**src/hdl/rrs_pkg.sv**
```systemverilog
// Behaviour
// - Unconditional pop jump: 10 states, 4,3,3.
// - Taken conditional pop: low byte, then high.
// - Untaken condition: no stack access, next instruction.
// - Condition field selects Z, C, P/V, S polarity.
// - Taken conditional pop: 11 states, 5,3,3.
// - Untaken conditional pop: one cycle, 5 states.
// - Return instructions never alter condition flags.
// - Maskable exit pops counter like plain pop.
// - Maskable exit completion is visible to peripherals.
// - Maskable exit leaves enable latch unchanged.
// - Both service exits: 14 states, 4,4,3,3.
// - Non-maskable exit copies shadow into enable latch.
// - Non-maskable entry pushes counter, jumps to 0066H.
// - Restart pushes high byte then low byte.
// - Restart target: high zero, low field times eight.
// - Restart: 11 states, 5,3,3.
package rrs_pkg;

    // Register byte offsets on the bus.
    localparam logic [7:0]  RRS_OFS_CMD        = 8'h00;
    localparam logic [7:0]  RRS_OFS_PC         = 8'h04;
    localparam logic [7:0]  RRS_OFS_SP         = 8'h08;
    localparam logic [7:0]  RRS_OFS_FLAGS      = 8'h0c;
    localparam logic [7:0]  RRS_OFS_IFF        = 8'h10;
    localparam logic [7:0]  RRS_OFS_STATUS     = 8'h14;

    // Field positions.
    localparam int          RRS_CMD_PREFIX_BIT = 8;
    localparam int          RRS_CMD_NMI_BIT    = 9;
    localparam int          RRS_FLG_S_BIT      = 7;
    localparam int          RRS_FLG_Z_BIT      = 6;
    localparam int          RRS_FLG_PV_BIT     = 2;
    localparam int          RRS_FLG_C_BIT      = 0;
    localparam int          RRS_IFF_LATCH_BIT  = 0;
    localparam int          RRS_IFF_SHADOW_BIT = 1;
    localparam int          RRS_STS_BUSY_BIT   = 0;
    localparam int          RRS_STS_TAKEN_BIT  = 1;
    localparam int          RRS_STS_BADOP_BIT  = 2;
    localparam int          RRS_STS_EXIT_BIT   = 3;

    // Reset values.
    localparam logic [15:0] RRS_PC_RST         = 16'h0000;
    localparam logic [15:0] RRS_SP_RST         = 16'h0000;
    localparam logic [7:0]  RRS_FLAGS_RST      = 8'h00;

    // Clock states per sequencer step, one machine cycle except the prefixed fetch, which spans two; one clock is one state.
    localparam logic [3:0]  RRS_T_RET_FETCH    = 4'h4;
    localparam logic [3:0]  RRS_T_CC_FETCH     = 4'h5;
    localparam logic [3:0]  RRS_T_ED_FETCH     = 4'h8;
    localparam logic [3:0]  RRS_T_RST_FETCH    = 4'h5;
    localparam logic [3:0]  RRS_T_NMI_FETCH    = 4'h5;
    localparam logic [3:0]  RRS_T_MEM          = 4'h3;

    // Opcodes and vectors.
    localparam logic [7:0]  RRS_OPC_RET        = 8'hc9;
    localparam logic [7:0]  RRS_OPC_FIELD_MASK = 8'hc7;
    localparam logic [7:0]  RRS_OPC_RETCC      = 8'hc0;
    localparam logic [7:0]  RRS_OPC_RST        = 8'hc7;
    localparam logic [7:0]  RRS_OPC_PREFIX     = 8'hed;
    localparam logic [7:0]  RRS_OPC_MASKABLE_SERVICE_EXIT       = 8'h4d;
    localparam logic [7:0]  RRS_OPC_NONMASKABLE_SERVICE_EXIT       = 8'h45;
    localparam logic [15:0] RRS_NMI_VECTOR     = 16'h0066;

    typedef enum logic [5:0] {
        RRS_ST_IDLE   = 6'b000001,
        RRS_ST_FETCH  = 6'b000010,
        RRS_ST_RD_LO  = 6'b000100,
        RRS_ST_RD_HI  = 6'b001000,
        RRS_ST_WR_HI  = 6'b010000,
        RRS_ST_WR_LO  = 6'b100000
    } rrs_state_type;

    typedef enum logic [5:0] {
        RRS_OP_RET    = 6'b000001,
        RRS_OP_RETCC  = 6'b000010,
        RRS_OP_MASKABLE_SERVICE_EXIT   = 6'b000100,
        RRS_OP_NONMASKABLE_SERVICE_EXIT   = 6'b001000,
        RRS_OP_RST    = 6'b010000,
        RRS_OP_NMI    = 6'b100000
    } rrs_op_type;

endpackage : rrs_pkg

```
**src/hdl/rrs_sync2.sv**
```systemverilog
`timescale 1ns/1ps
module rrs_sync2 #(
    parameter int WIDTH = 8
) (
    // Clock and reset.
    input  wire logic             clk_i,
    input  wire logic             rst_n_i,
    // Data.
    input  wire logic [WIDTH-1:0] d_i,
    output logic      [WIDTH-1:0] q_o
);

    logic [WIDTH-1:0] stage1;

    // The first stage feeds only the second.
    always_ff @(posedge clk_i or negedge rst_n_i) begin
        if (!rst_n_i) begin
            stage1 <= '0;
            q_o    <= '0;
        end else begin
            stage1 <= d_i;
            q_o    <= stage1;
        end
    end

endmodule : rrs_sync2

```
**src/hdl/rrs_return_restart_sequencer.sv**
```systemverilog
// Design decisions made here: the placing of the registers and the Avalon-MM slave port.
`timescale 1ns/1ps
module rrs_return_restart_sequencer
    import rrs_pkg::*;
(
    // Clock and reset.
    input  wire logic        clk_i,
    input  wire logic        rst_n_i,
    // Avalon-MM register slave.
    input  wire logic [7:0]  avs_address_i,
    input  wire logic        avs_read_i,
    input  wire logic        avs_write_i,
    input  wire logic [31:0] avs_writedata_i,
    input  wire logic [3:0]  avs_byteenable_i,
    output logic      [31:0] avs_readdata_o,
    output logic             avs_waitrequest_o,
    // Stack memory.
    output logic      [15:0] mem_addr_o,
    output logic             mem_rd_o,
    output logic             mem_wr_o,
    output logic      [7:0]  mem_wdata_o,
    input  wire logic [7:0]  mem_rdata_i,
    // Status towards the system.
    output logic             svc_exit_o,
    output logic             done_o,
    output logic             interrupt_enable_latch_o
);

    typedef struct packed {
        rrs_state_type state;
        rrs_op_type    op;
        logic [2:0]    field;
        logic [3:0]    tlen;
        logic [3:0]    tcnt;
        logic [15:0]   pc;
        logic [15:0]   sp;
        logic [7:0]    flags;
        logic          iff_latch;
        logic          iff_shadow;
        logic          cond_taken;
        logic          bad_op;
        logic          exit_seen;
        logic          mem_rd;
        logic          mem_wr;
        logic [15:0]   mem_addr;
        logic [7:0]    mem_wdata;
        logic          done;
        logic          svc_exit;
        logic          rd_pend;
        logic [31:0]   readdata;
    } rrs_regs_type;

    rrs_regs_type r;
    rrs_regs_type next_r;

    logic [7:0]   rdata_sync;
    logic         busy;
    logic         wr_ok;
    logic         step_end;
    logic [31:0]  wmerge;
    logic [7:0]   opc;

    // Memory data arrive from pins, so they are resynchronised. The read cycle
    // is three states long, which leaves exactly the two stages of latency.
    rrs_sync2 #(
        .WIDTH (8)
    ) u_rdata_sync (
        .clk_i   (clk_i),
        .rst_n_i (rst_n_i),
        .d_i     (mem_rdata_i),
        .q_o     (rdata_sync)
    );

    function automatic logic [31:0] rrs_merge(
        input logic [31:0] old_v,
        input logic [31:0] new_v,
        input logic [3:0]  be
    );
        logic [31:0] res;
        res = old_v;
        for (int i = 0; i < 4; i++) begin
            if (be[i]) begin
                res[i*8 +: 8] = new_v[i*8 +: 8];
            end
        end
        return res;
    endfunction : rrs_merge

    // Condition field: upper two bits pick the flag, low bit its polarity.
    function automatic logic rrs_cond(
        input logic [2:0] ccc,
        input logic [7:0] flags
    );
        logic f;
        f = 1'b0;
        case (ccc[2:1])
            2'b00:   f = flags[RRS_FLG_Z_BIT];
            2'b01:   f = flags[RRS_FLG_C_BIT];
            2'b10:   f = flags[RRS_FLG_PV_BIT];
            default: f = flags[RRS_FLG_S_BIT];
        endcase
        return f == ccc[0];
    endfunction : rrs_cond

    assign busy      = (r.state != RRS_ST_IDLE);
    // Writes wait while an instruction runs, so software never races the
    // sequencer on the counter, stack pointer or enable bits.
    assign wr_ok     = avs_write_i && !busy;
    assign step_end  = (r.tcnt == r.tlen - 4'h1);
    assign opc       = avs_writedata_i[7:0];

    assign avs_waitrequest_o        = (avs_write_i && busy) || (avs_read_i && !r.rd_pend);
    assign avs_readdata_o           = r.readdata;
    assign mem_addr_o               = r.mem_addr;
    assign mem_rd_o                 = r.mem_rd;
    assign mem_wr_o                 = r.mem_wr;
    assign mem_wdata_o              = r.mem_wdata;
    assign svc_exit_o               = r.svc_exit;
    assign done_o                   = r.done;
    assign interrupt_enable_latch_o = r.iff_latch;

    always_comb begin
        next_r          = r;
        next_r.done     = 1'b0;
        next_r.svc_exit = 1'b0;
        wmerge          = 32'h0000_0000;

        // Reads take one wait state; the word is captured on the first cycle.
        next_r.rd_pend = avs_read_i && !r.rd_pend;
        if (avs_read_i && !r.rd_pend) begin
            if (avs_address_i == RRS_OFS_PC) begin
                next_r.readdata = {16'h0000, r.pc};
            end else if (avs_address_i == RRS_OFS_SP) begin
                next_r.readdata = {16'h0000, r.sp};
            end else if (avs_address_i == RRS_OFS_FLAGS) begin
                next_r.readdata = {24'h000000, r.flags};
            end else if (avs_address_i == RRS_OFS_IFF) begin
                next_r.readdata = {30'h0, r.iff_shadow, r.iff_latch};
            end else if (avs_address_i == RRS_OFS_STATUS) begin
                next_r.readdata = {28'h0000000, r.exit_seen, r.bad_op, r.cond_taken, busy};
            end else begin
                next_r.readdata = 32'h0000_0000;
            end
        end

        // Software writes, only accepted while idle.
        if (wr_ok) begin
            if (avs_address_i == RRS_OFS_PC) begin
                wmerge    = rrs_merge({16'h0000, r.pc}, avs_writedata_i, avs_byteenable_i);
                next_r.pc = wmerge[15:0];
            end else if (avs_address_i == RRS_OFS_SP) begin
                wmerge    = rrs_merge({16'h0000, r.sp}, avs_writedata_i, avs_byteenable_i);
                next_r.sp = wmerge[15:0];
            end else if (avs_address_i == RRS_OFS_FLAGS) begin
                if (avs_byteenable_i[0]) begin
                    next_r.flags = avs_writedata_i[7:0];
                end
            end else if (avs_address_i == RRS_OFS_IFF) begin
                if (avs_byteenable_i[0]) begin
                    next_r.iff_latch  = avs_writedata_i[RRS_IFF_LATCH_BIT];
                    next_r.iff_shadow = avs_writedata_i[RRS_IFF_SHADOW_BIT];
                end
            end else if (avs_address_i == RRS_OFS_STATUS) begin
                if (avs_byteenable_i[0] && avs_writedata_i[RRS_STS_BADOP_BIT]) begin
                    next_r.bad_op = 1'b0;
                end
                if (avs_byteenable_i[0] && avs_writedata_i[RRS_STS_EXIT_BIT]) begin
                    next_r.exit_seen = 1'b0;
                end
            end else if (avs_address_i == RRS_OFS_CMD) begin
                next_r.tcnt = 4'h0;
                next_r.state = RRS_ST_FETCH;
                next_r.field = opc[5:3];
                if (avs_writedata_i[RRS_CMD_NMI_BIT]) begin
                    next_r.op   = RRS_OP_NMI;
                    next_r.tlen = RRS_T_NMI_FETCH;
                end else if (avs_writedata_i[RRS_CMD_PREFIX_BIT]) begin
                    next_r.tlen = RRS_T_ED_FETCH;
                    if (opc == RRS_OPC_MASKABLE_SERVICE_EXIT) begin
                        next_r.op = RRS_OP_MASKABLE_SERVICE_EXIT;
                    end else if (opc == RRS_OPC_NONMASKABLE_SERVICE_EXIT) begin
                        next_r.op = RRS_OP_NONMASKABLE_SERVICE_EXIT;
                    end else begin
                        next_r.state  = RRS_ST_IDLE;
                        next_r.bad_op = 1'b1;
                    end
                end else if (opc == RRS_OPC_RET) begin
                    next_r.op   = RRS_OP_RET;
                    next_r.tlen = RRS_T_RET_FETCH;
                end else if ((opc & RRS_OPC_FIELD_MASK) == RRS_OPC_RETCC) begin
                    next_r.op   = RRS_OP_RETCC;
                    next_r.tlen = RRS_T_CC_FETCH;
                end else if ((opc & RRS_OPC_FIELD_MASK) == RRS_OPC_RST) begin
                    next_r.op   = RRS_OP_RST;
                    next_r.tlen = RRS_T_RST_FETCH;
                end else begin
                    next_r.state  = RRS_ST_IDLE;
                    next_r.bad_op = 1'b1;
                end
            end
        end

        // Sequencer. Flags are never written here, only by software.
        case (r.state)
            RRS_ST_IDLE: begin
                next_r.mem_rd = 1'b0;
                next_r.mem_wr = 1'b0;
            end
            RRS_ST_FETCH: begin
                next_r.tcnt = r.tcnt + 4'h1;
                if (step_end) begin
                    next_r.tcnt = 4'h0;
                    next_r.tlen = RRS_T_MEM;
                    case (r.op)
                        RRS_OP_RETCC: begin
                            if (rrs_cond(r.field, r.flags)) begin
                                next_r.cond_taken = 1'b1;
                                next_r.state      = RRS_ST_RD_LO;
                                next_r.mem_rd     = 1'b1;
                                next_r.mem_addr   = r.sp;
                            end else begin
                                // No stack cycle; just step past the opcode.
                                next_r.cond_taken = 1'b0;
                                next_r.pc         = r.pc + 16'h0001;
                                next_r.state      = RRS_ST_IDLE;
                                next_r.done       = 1'b1;
                            end
                        end
                        RRS_OP_RST: begin
                            next_r.pc        = r.pc + 16'h0001;
                            next_r.sp        = r.sp - 16'h0001;
                            next_r.mem_addr  = r.sp - 16'h0001;
                            next_r.mem_wdata = next_r.pc[15:8];
                            next_r.mem_wr    = 1'b1;
                            next_r.state     = RRS_ST_WR_HI;
                        end
                        RRS_OP_NMI: begin
                            // The interrupted instruction is not stepped past: the
                            // counter is pushed as it stands.
                            next_r.sp         = r.sp - 16'h0001;
                            next_r.mem_addr   = r.sp - 16'h0001;
                            next_r.mem_wdata  = r.pc[15:8];
                            next_r.mem_wr     = 1'b1;
                            next_r.iff_shadow = r.iff_latch;
                            next_r.iff_latch  = 1'b0;
                            next_r.state      = RRS_ST_WR_HI;
                        end
                        default: begin
                            // Plain pop and both service exits share the pop.
                            next_r.state    = RRS_ST_RD_LO;
                            next_r.mem_rd   = 1'b1;
                            next_r.mem_addr = r.sp;
                        end
                    endcase
                end
            end
            RRS_ST_RD_LO: begin
                next_r.tcnt = r.tcnt + 4'h1;
                if (step_end) begin
                    next_r.tcnt     = 4'h0;
                    next_r.pc       = {r.pc[15:8], rdata_sync};
                    next_r.sp       = r.sp + 16'h0001;
                    next_r.mem_addr = r.sp + 16'h0001;
                    next_r.state    = RRS_ST_RD_HI;
                end
            end
            RRS_ST_RD_HI: begin
                next_r.tcnt = r.tcnt + 4'h1;
                if (step_end) begin
                    next_r.tcnt   = 4'h0;
                    next_r.pc     = {rdata_sync, r.pc[7:0]};
                    next_r.sp     = r.sp + 16'h0001;
                    next_r.mem_rd = 1'b0;
                    next_r.state  = RRS_ST_IDLE;
                    next_r.done   = 1'b1;
                    if (r.op == RRS_OP_NONMASKABLE_SERVICE_EXIT) begin
                        next_r.iff_latch = r.iff_shadow;
                    end
                    if (r.op == RRS_OP_MASKABLE_SERVICE_EXIT) begin
                        // The enable latch is left alone here.
                        next_r.svc_exit  = 1'b1;
                        next_r.exit_seen = 1'b1;
                    end
                end
            end
            RRS_ST_WR_HI: begin
                next_r.tcnt = r.tcnt + 4'h1;
                if (step_end) begin
                    next_r.tcnt      = 4'h0;
                    next_r.sp        = r.sp - 16'h0001;
                    next_r.mem_addr  = r.sp - 16'h0001;
                    next_r.mem_wdata = r.pc[7:0];
                    next_r.state     = RRS_ST_WR_LO;
                end
            end
            RRS_ST_WR_LO: begin
                next_r.tcnt = r.tcnt + 4'h1;
                if (step_end) begin
                    next_r.tcnt   = 4'h0;
                    next_r.mem_wr = 1'b0;
                    next_r.state  = RRS_ST_IDLE;
                    next_r.done   = 1'b1;
                    if (r.op == RRS_OP_RST) begin
                        next_r.pc = {8'h00, 2'b00, r.field, 3'b000};
                    end else begin
                        next_r.pc = RRS_NMI_VECTOR;
                    end
                end
            end
            default: begin
                next_r.state  = RRS_ST_IDLE;
                next_r.mem_rd = 1'b0;
                next_r.mem_wr = 1'b0;
            end
        endcase
    end

    always_ff @(posedge clk_i or negedge rst_n_i) begin
        if (!rst_n_i) begin
            r       <= '0;
            r.state <= RRS_ST_IDLE;
            r.op    <= RRS_OP_RET;
            r.pc    <= RRS_PC_RST;
            r.sp    <= RRS_SP_RST;
            r.flags <= RRS_FLAGS_RST;
        end else begin
            r <= next_r;
        end
    end

endmodule : rrs_return_restart_sequencer

```
**config.mk**
```make
export PLATFORM = sky130hd
export DESIGN_NAME = rrs_return_restart_sequencer
export DESIGN_NICKNAME = d
export VERILOG_FILES = /design/src/hdl/rrs_pkg.sv /design/src/hdl/rrs_sync2.sv /design/src/hdl/rrs_return_restart_sequencer.sv
export SDC_FILE = /design/constraint.sdc
export NUM_CORES = 1
export LEC_CHECK = 0
export BUFFER_PORTS_ARGS = -buffer_cell sky130_fd_sc_hd__buf_2
export CORE_MARGIN = 2
export CORE_UTILIZATION = 35
export DETAILED_ROUTE_END_ITERATION = 8
export HOLD_SLACK_MARGIN = 0.03
export PLACE_DENSITY_LB_ADDON = 0.05
export SETUP_SLACK_MARGIN = 0.5
export SLEW_MARGIN = 15
export SYNTH_ARGS = -nofsm -noshare
export SYNTH_HDL_FRONTEND = slang
export SYNTH_SLANG_ARGS = --single-unit
```
**constraint.sdc**
```tcl
create_clock -name clk_i -period 2.55 [get_ports clk_i]
set_clock_uncertainty 0.1 [all_clocks]
set_input_delay 0.255 -clock clk_i [delete_from_list [all_inputs] [get_ports clk_i]]
set_output_delay 0.255 -clock clk_i [all_outputs]
set_load 0.01 [all_outputs]
```
; Word-level counts from Yosys, hierarchy flattened
; Cells that the tools add are included.
[totals]
reg_bits = 145
inputBits = 56
[op_classes]
add_sub_neg = 5
n_eq_ne = 50
muxes = 117
n_bitwise = 7
reduce_logical = 30
[ops]
columns = op, n
row1 = 23-bit 2-to-1 mux, 6
row2 = 16-bit 2-to-1 mux, 8
row3 = 16-bit case mux with 4 select lines, 2
row4 = 36-bit 2-to-1 mux, 2
row5 = 6-bit 2-to-1 mux, 12
row6 = 65-bit 2-to-1 mux, 1
row7 = 16-bit case mux with 2 select lines, 2
row8 = 8-bit 2-to-1 mux, 7
row9 = 16-bit case mux with 3 select lines, 1
row10 = 40-bit 2-to-1 mux, 1
row11 = 4-bit 2-to-1 mux, 9
row12 = 6-bit by 1-bit != test with 1-bit output (second input constant), 6
row13 = 1-bit 2-to-1 mux, 34
row14 = 16-bit by 1-bit adder with 16-bit output (second input constant), 2
row15 = 32-bit 2-to-1 mux, 1
row16 = 8-bit case mux with 2 select lines, 2
row17 = 6-bit case mux with 5 select lines, 1
row18 = 27-bit 2-to-1 mux, 1
row19 = 26-bit 2-to-1 mux, 1
row20 = 24-bit 2-to-1 mux, 1
row21 = 2-bit 2-to-1 mux, 11
row22 = 20-bit 2-to-1 mux, 1
row23 = 4-bit case mux with 5 select lines, 1
row24 = 2-bit != test (second input constant), 9
row25 = other kinds (48), 87

; Longest topological paths before layout
[logic_depth]
ltp_word = 17
ltp_mapped = 10
mapped_depth_nobuf = 8

; Cells and area by module
; A second synthesis with hierarchy kept.
[hier_totals]
cells_unflattened = 1035
area_unflattened_um2 = 8977.4
[by_module_without_submodules]
columns = module, n_inst, cells_per_inst, area_per_inst_um2
row1 = rrs_return_restart_sequencer, 1, 1019, 8577.0
row2 = rrs_sync2, 1, 16, 400.4

; Worst setup path after synthesis
; OpenSTA, ideal clock, no wires.
[synth_timing]
path_kind = register to register
start = register r[74] (netlist bit)
end = register r (netlist bit mem_addr_o[8])
setup_time_ns = 0.065
arrival_ns = 2.069
required_time_ns = 2.385
setup_slack_ns = 0.316
stages_incl_launch_ff = 10
path_buffers = 1
synth_period_minus_slack_ns = 2.234
cell_sequence = dfrtp_1 -> clkbuf_1 -> inv_1 -> ha_1 -> nor3b_2 -> nand2b_1 -> nor4_2 -> a21oi_1 -> a311oi_1 -> o22a_1
[synth_between]
elab_chain_len = 4
[synth_rtl]
columns = item, line_no
row1 = start: declaration, rrs_return_restart_sequencer.sv:53  ; rrs_regs_type r;
row2 = start signal: assignment, rrs_return_restart_sequencer.sv:327  ; r <= next_r;
row3 = 16-bit by 1-bit subtractor with 16-bit output, "rrs_return_restart_sequencer.sv:232, rrs_return_restart_sequencer.sv:241, rrs_return_restart_sequencer.sv:291"
row4 = 16-bit case mux with 2 select lines, rrs_return_restart_sequencer.sv:214  ; case (r.op)
row5 = 27-bit 2-to-1 mux, rrs_return_restart_sequencer.sv:211  ; if (step_end) begin
row6 = 16-bit case mux with 3 select lines *, rrs_return_restart_sequencer.sv:204  ; case (r.state)
; Every way passes the cells marked *; elsewhere a longest branch is shown, timed or not. The select of a mux whose other input is x is not followed.
; A chain may end at the register's enable or synchronous reset.

; Final worst setup path
[layout_timing]
start = register r[115] (netlist bit)
end = register r[104] (netlist bit)
[layout_between]
elab_chain_len = 10
[layout_rtl]
columns = item, line_no
row1 = 2-bit equality test (tied with other cells), rrs_return_restart_sequencer.sv:96  ; case (ccc[2:1])
row2 = 1-bit case mux with 3 select lines *, rrs_return_restart_sequencer.sv:96
row3 = 1-bit 2-to-1 mux *, rrs_return_restart_sequencer.sv:214
row4 = 1-bit 2-to-1 mux *, rrs_return_restart_sequencer.sv:211
row5 = 1-bit 2-to-1 mux *, rrs_return_restart_sequencer.sv:204
row6 = 1-bit equality test *, rrs_return_restart_sequencer.sv:102  ; return f == ccc[0];
row7 = 16-bit 2-to-1 mux *, rrs_return_restart_sequencer.sv:216  ; if (rrs_cond(r.field, r.flags)) begin
row8 = 16-bit case mux with 2 select lines *, rrs_return_restart_sequencer.sv:214
row9 = 40-bit 2-to-1 mux *, rrs_return_restart_sequencer.sv:211
row10 = 16-bit case mux with 4 select lines *, rrs_return_restart_sequencer.sv:204
; Marks and branches as above.

==> out/metrics.cfg <==
[power_and_ir_drop]
peakVddDrop_mv=0.324
powerDensity_mw_per_mm2=494
leakage_uw=0.00559
total_power_uw=6310

[yosys]
synthDistinctLibCells=93
synth-main-ff-cell=dfrtp_1
synth_edf_count=0
yosys_warnings=0
synth_cells=1020
syn_area_mm2=0.00882
async_flop_share_pct=100
synth_seq_cells=129
avgSynthCellArea_um2=8.64
ys_seq_area_share_pct=36.6

[clock_tree]
cts_tree=yes
h-tree-depth=4
cts_buffer_depth=2
cts_buffers=17
clkTransAtPathRegs_ns=0.06
cts-root-buf=clkbuf_16
clkLatencyLatePin_ns=0.43
clock-sinks=129

[sta]
max_freq_mhz=418
setup_violations=0
final-hold-violation-count=0
tns_ns=0
slew_viol_final=0
fin_crit_ns=2.39
rsz0062_at_grt=yes
relSlewSlack_pct=41.5
worstMarginPinSlew_ns=0.871
period_share_pct=93.7

[floorplanning]
rows=58
die-height_um=163
core-area_mm2=0.0250
start_util_pct=35.3
dieArea_mm2=0.0265
chipWidth_um=163
pin_count=118

[worst_setup_path]
end_kind=flop
crit_arrival_ns=2.61
path_max_fanout=6
required_ns=2.77
path_class=reg -> reg
cp-start-kind=flop

[drt]
drc=0
dr.pass1.iters=6
drt-total-wl_um=36400
postRouteAntennaNets=0
vias_per_cell=5.87
routedWlPerCell_um=22.9
vias=9322
drt_iter0_drc=922

[global_route]
overflow=0
grt_pass1_wl_um=52800
antenna_found_initial=0
grt_max_degree=55
grt_pass1_vias=8672
grtUsageTotal_pct=26.4

[worst_hold_path]
min_path_type=in -> reg

[flow_run]
drv_cap=0

[place]
finalWeightedCongestion=0.908
io_buffers=83
dp_hpwl_um=25100

[outcome]
outcome=finished clean

[cells_and_area]
antennaDiodeCount=0
final_nets=1308
area_growth_pct=45.0
drive_gt1_share_pct=42.2
fill_cells=2337

-- per-stage QoR --
stage	setup WS, ns	std cells	hold WS (ns)	area (µm²)	utilization, %
3_3_place_gp	-0.0239	1433	0.133	9940	39.8
2_1_floorplan	0.384	1035	-0.141	9010	-
6_report	0.160	1589	0.0668	12800	51.2
4_1_cts	0.181	1519	0.0576	11500	46.2
3_5_place_dp	-0.0335	1433	0.128	9940	39.8
5_1_grt	0.101	1589	0.0731	12800	51.2
-- synth_stat cells (4+ instances only) --
cell,count,share of area (%)
a21o_1,15,1.3
o31ai_1,10,0.85
nor4_1,6,0.43
nand3_1,39,2.2
o221ai_1,8,0.79
nand2_1,118,5.0
xor2_1,19,1.9
clkbuf_1,42,1.8
mux2i_1,16,1.8
nor2b_1,7,0.50
o21ai_0,57,3.2
a221o_1,8,0.91
nand4_1,12,0.85
and3_1,18,1.3
o21ai_1,10,0.57
o21a_1,5,0.43
xnor2_1,23,2.3
mux2_2,11,1.4
a32oi_1,5,0.50
a22oi_1,15,1.3
o22ai_1,19,1.3
and4_1,9,0.89
ha_1,5,0.71
a222oi_1,10,1.1
a211o_1,4,0.40
o211ai_1,19,1.6
a221oi_1,18,1.8
buf_2,29,1.6
nand2b_1,5,0.35
nor2_1,71,3.0
buf_4,57,4.9
nor3_1,27,1.5
a21oi_1,45,2.6
a31oi_1,17,1.2
dfrtp_1,127,36
a211oi_1,4,0.34
and2_1,6,0.43
inv_1,22,0.94
-- layout make-up --
cell class,instances,area [µm²],share of cell area [%]
Multi-Input combinational cell,750,5760,45.1
Sequential cell,129,3250,25.4
Timing Repair Buffer,326,2650,20.7
Clock buffer,17,425,3.33
Tap cell,330,413,3.23
Clock inverter,14,203,1.59
Inverter,23,86.3,0.676
-- critical path: stages (launching register included) --
cell and delay [ns]:
dfrtp_1 0.41, mux4_2 0.60, xor2_4 0.20, a41oi_4 0.28
buf_4 0.18, nor2_2 0.04, a221o_1 0.28, a31o_1 0.18
-- cells by family (layout without fill, tap and decap cells) --
| family | Yosys count | in the layout | share of synthesized area, % |
|---|---|---|---|
| flip-flops | 129 | 129 | 36.6 |
| XOR/XNOR | 45 | 45 | 4.80 |
| AO/OA/AOI/OAI | 303 | 304 | 24.2 |
| other | 1 | 16 | 0.0425 |
| buffers and inverters | 159 | 380 | 9.99 |
| adder cells (fa/ha/maj) | 5 | 5 | 0.710 |
| multiplexers | 28 | 28 | 3.48 |
| AND/OR/NAND/NOR | 350 | 352 | 20.1 |
-- flip-flops by register name, summed over array words and instances (netlist names) --
name,count
avs_readdata_o,16
done_o,1
interrupt_enable_latch_o,1
mem_addr_o,16
mem_rd_o,1
mem_wdata_o,8
mem_wr_o,1
r,68
svc_exit_o,1
u_rdata_sync.q_o,8
u_rdata_sync.stage1,8
-- worst paths after layout --
path	slack, ns	startpoint	end	depth (start not counted)
worst max-delay path	0.16	r[115]$_DFFE_PN0P_	r[104]$_DFFE_PN0P_	7
worst min-delay path	0.07	avs_writedata_i[4]	r[115]$_DFFE_PN0P_	3
worst max register to register	0.16	r[115]$_DFFE_PN0P_	r[104]$_DFFE_PN0P_	7
worst min register to register	0.25	u_rdata_sync.stage1[6]$_DFF_PN0_	u_rdata_sync.q_o[6]$_DFF_PN0_	0
max in group asynchronous	1.36	rst_n_i	mem_addr_o[7]$_DFFE_PN0P_	3
min in group asynchronous	0.23	rst_n_i	mem_wdata_o[4]$_DFFE_PN0P_	2
-- layer usage --
metal	part of all wire, %	track usage (%)
met4	2.3	7.92
met3	7.1	4.63
met5	0	0
met1	44	36.6
met2	47	42.3
-- where the power goes --
| part | internal (µW) | switching, µW | leakage (µW) |
|---|---|---|---|
| combinational | 596 | 725 | 0.00374 |
| sequential | 2150 | 136 | 0.00154 |
| clock | 1650 | 1050 | 0.000305 |
-- timing repair --
item | 4_1_cts | 5_1_grt
cloned | 2 | 6
setup endpoints to repair | 92 | 88
hold endpoints to repair | 55 | 0
hold buffers | 9 | 0
setup buffers | 44 | 64
resized for setup | 128 | 164
pin swaps | 36 | 76
-- cell usage in the layout, fill, tap and decap left out, drive strengths merged, types with 11 or more instances in the layout --
cell type and count:
buf 315, dfrtp 127, nand2 121, nor2 73, o21ai 67, a21oi 45, nand3 40, nor3 28
inv 27, xnor2 23, xor2 21, o22ai 20, o211ai 19, clkbuf 19, and3 18, a221oi 18
a31oi 17, conb 16, mux2i 16, a21o 16, a22oi 15, nand4 12, mux2 11, nor4 11
No activity file was read; power rests on OpenSTA's default activity.
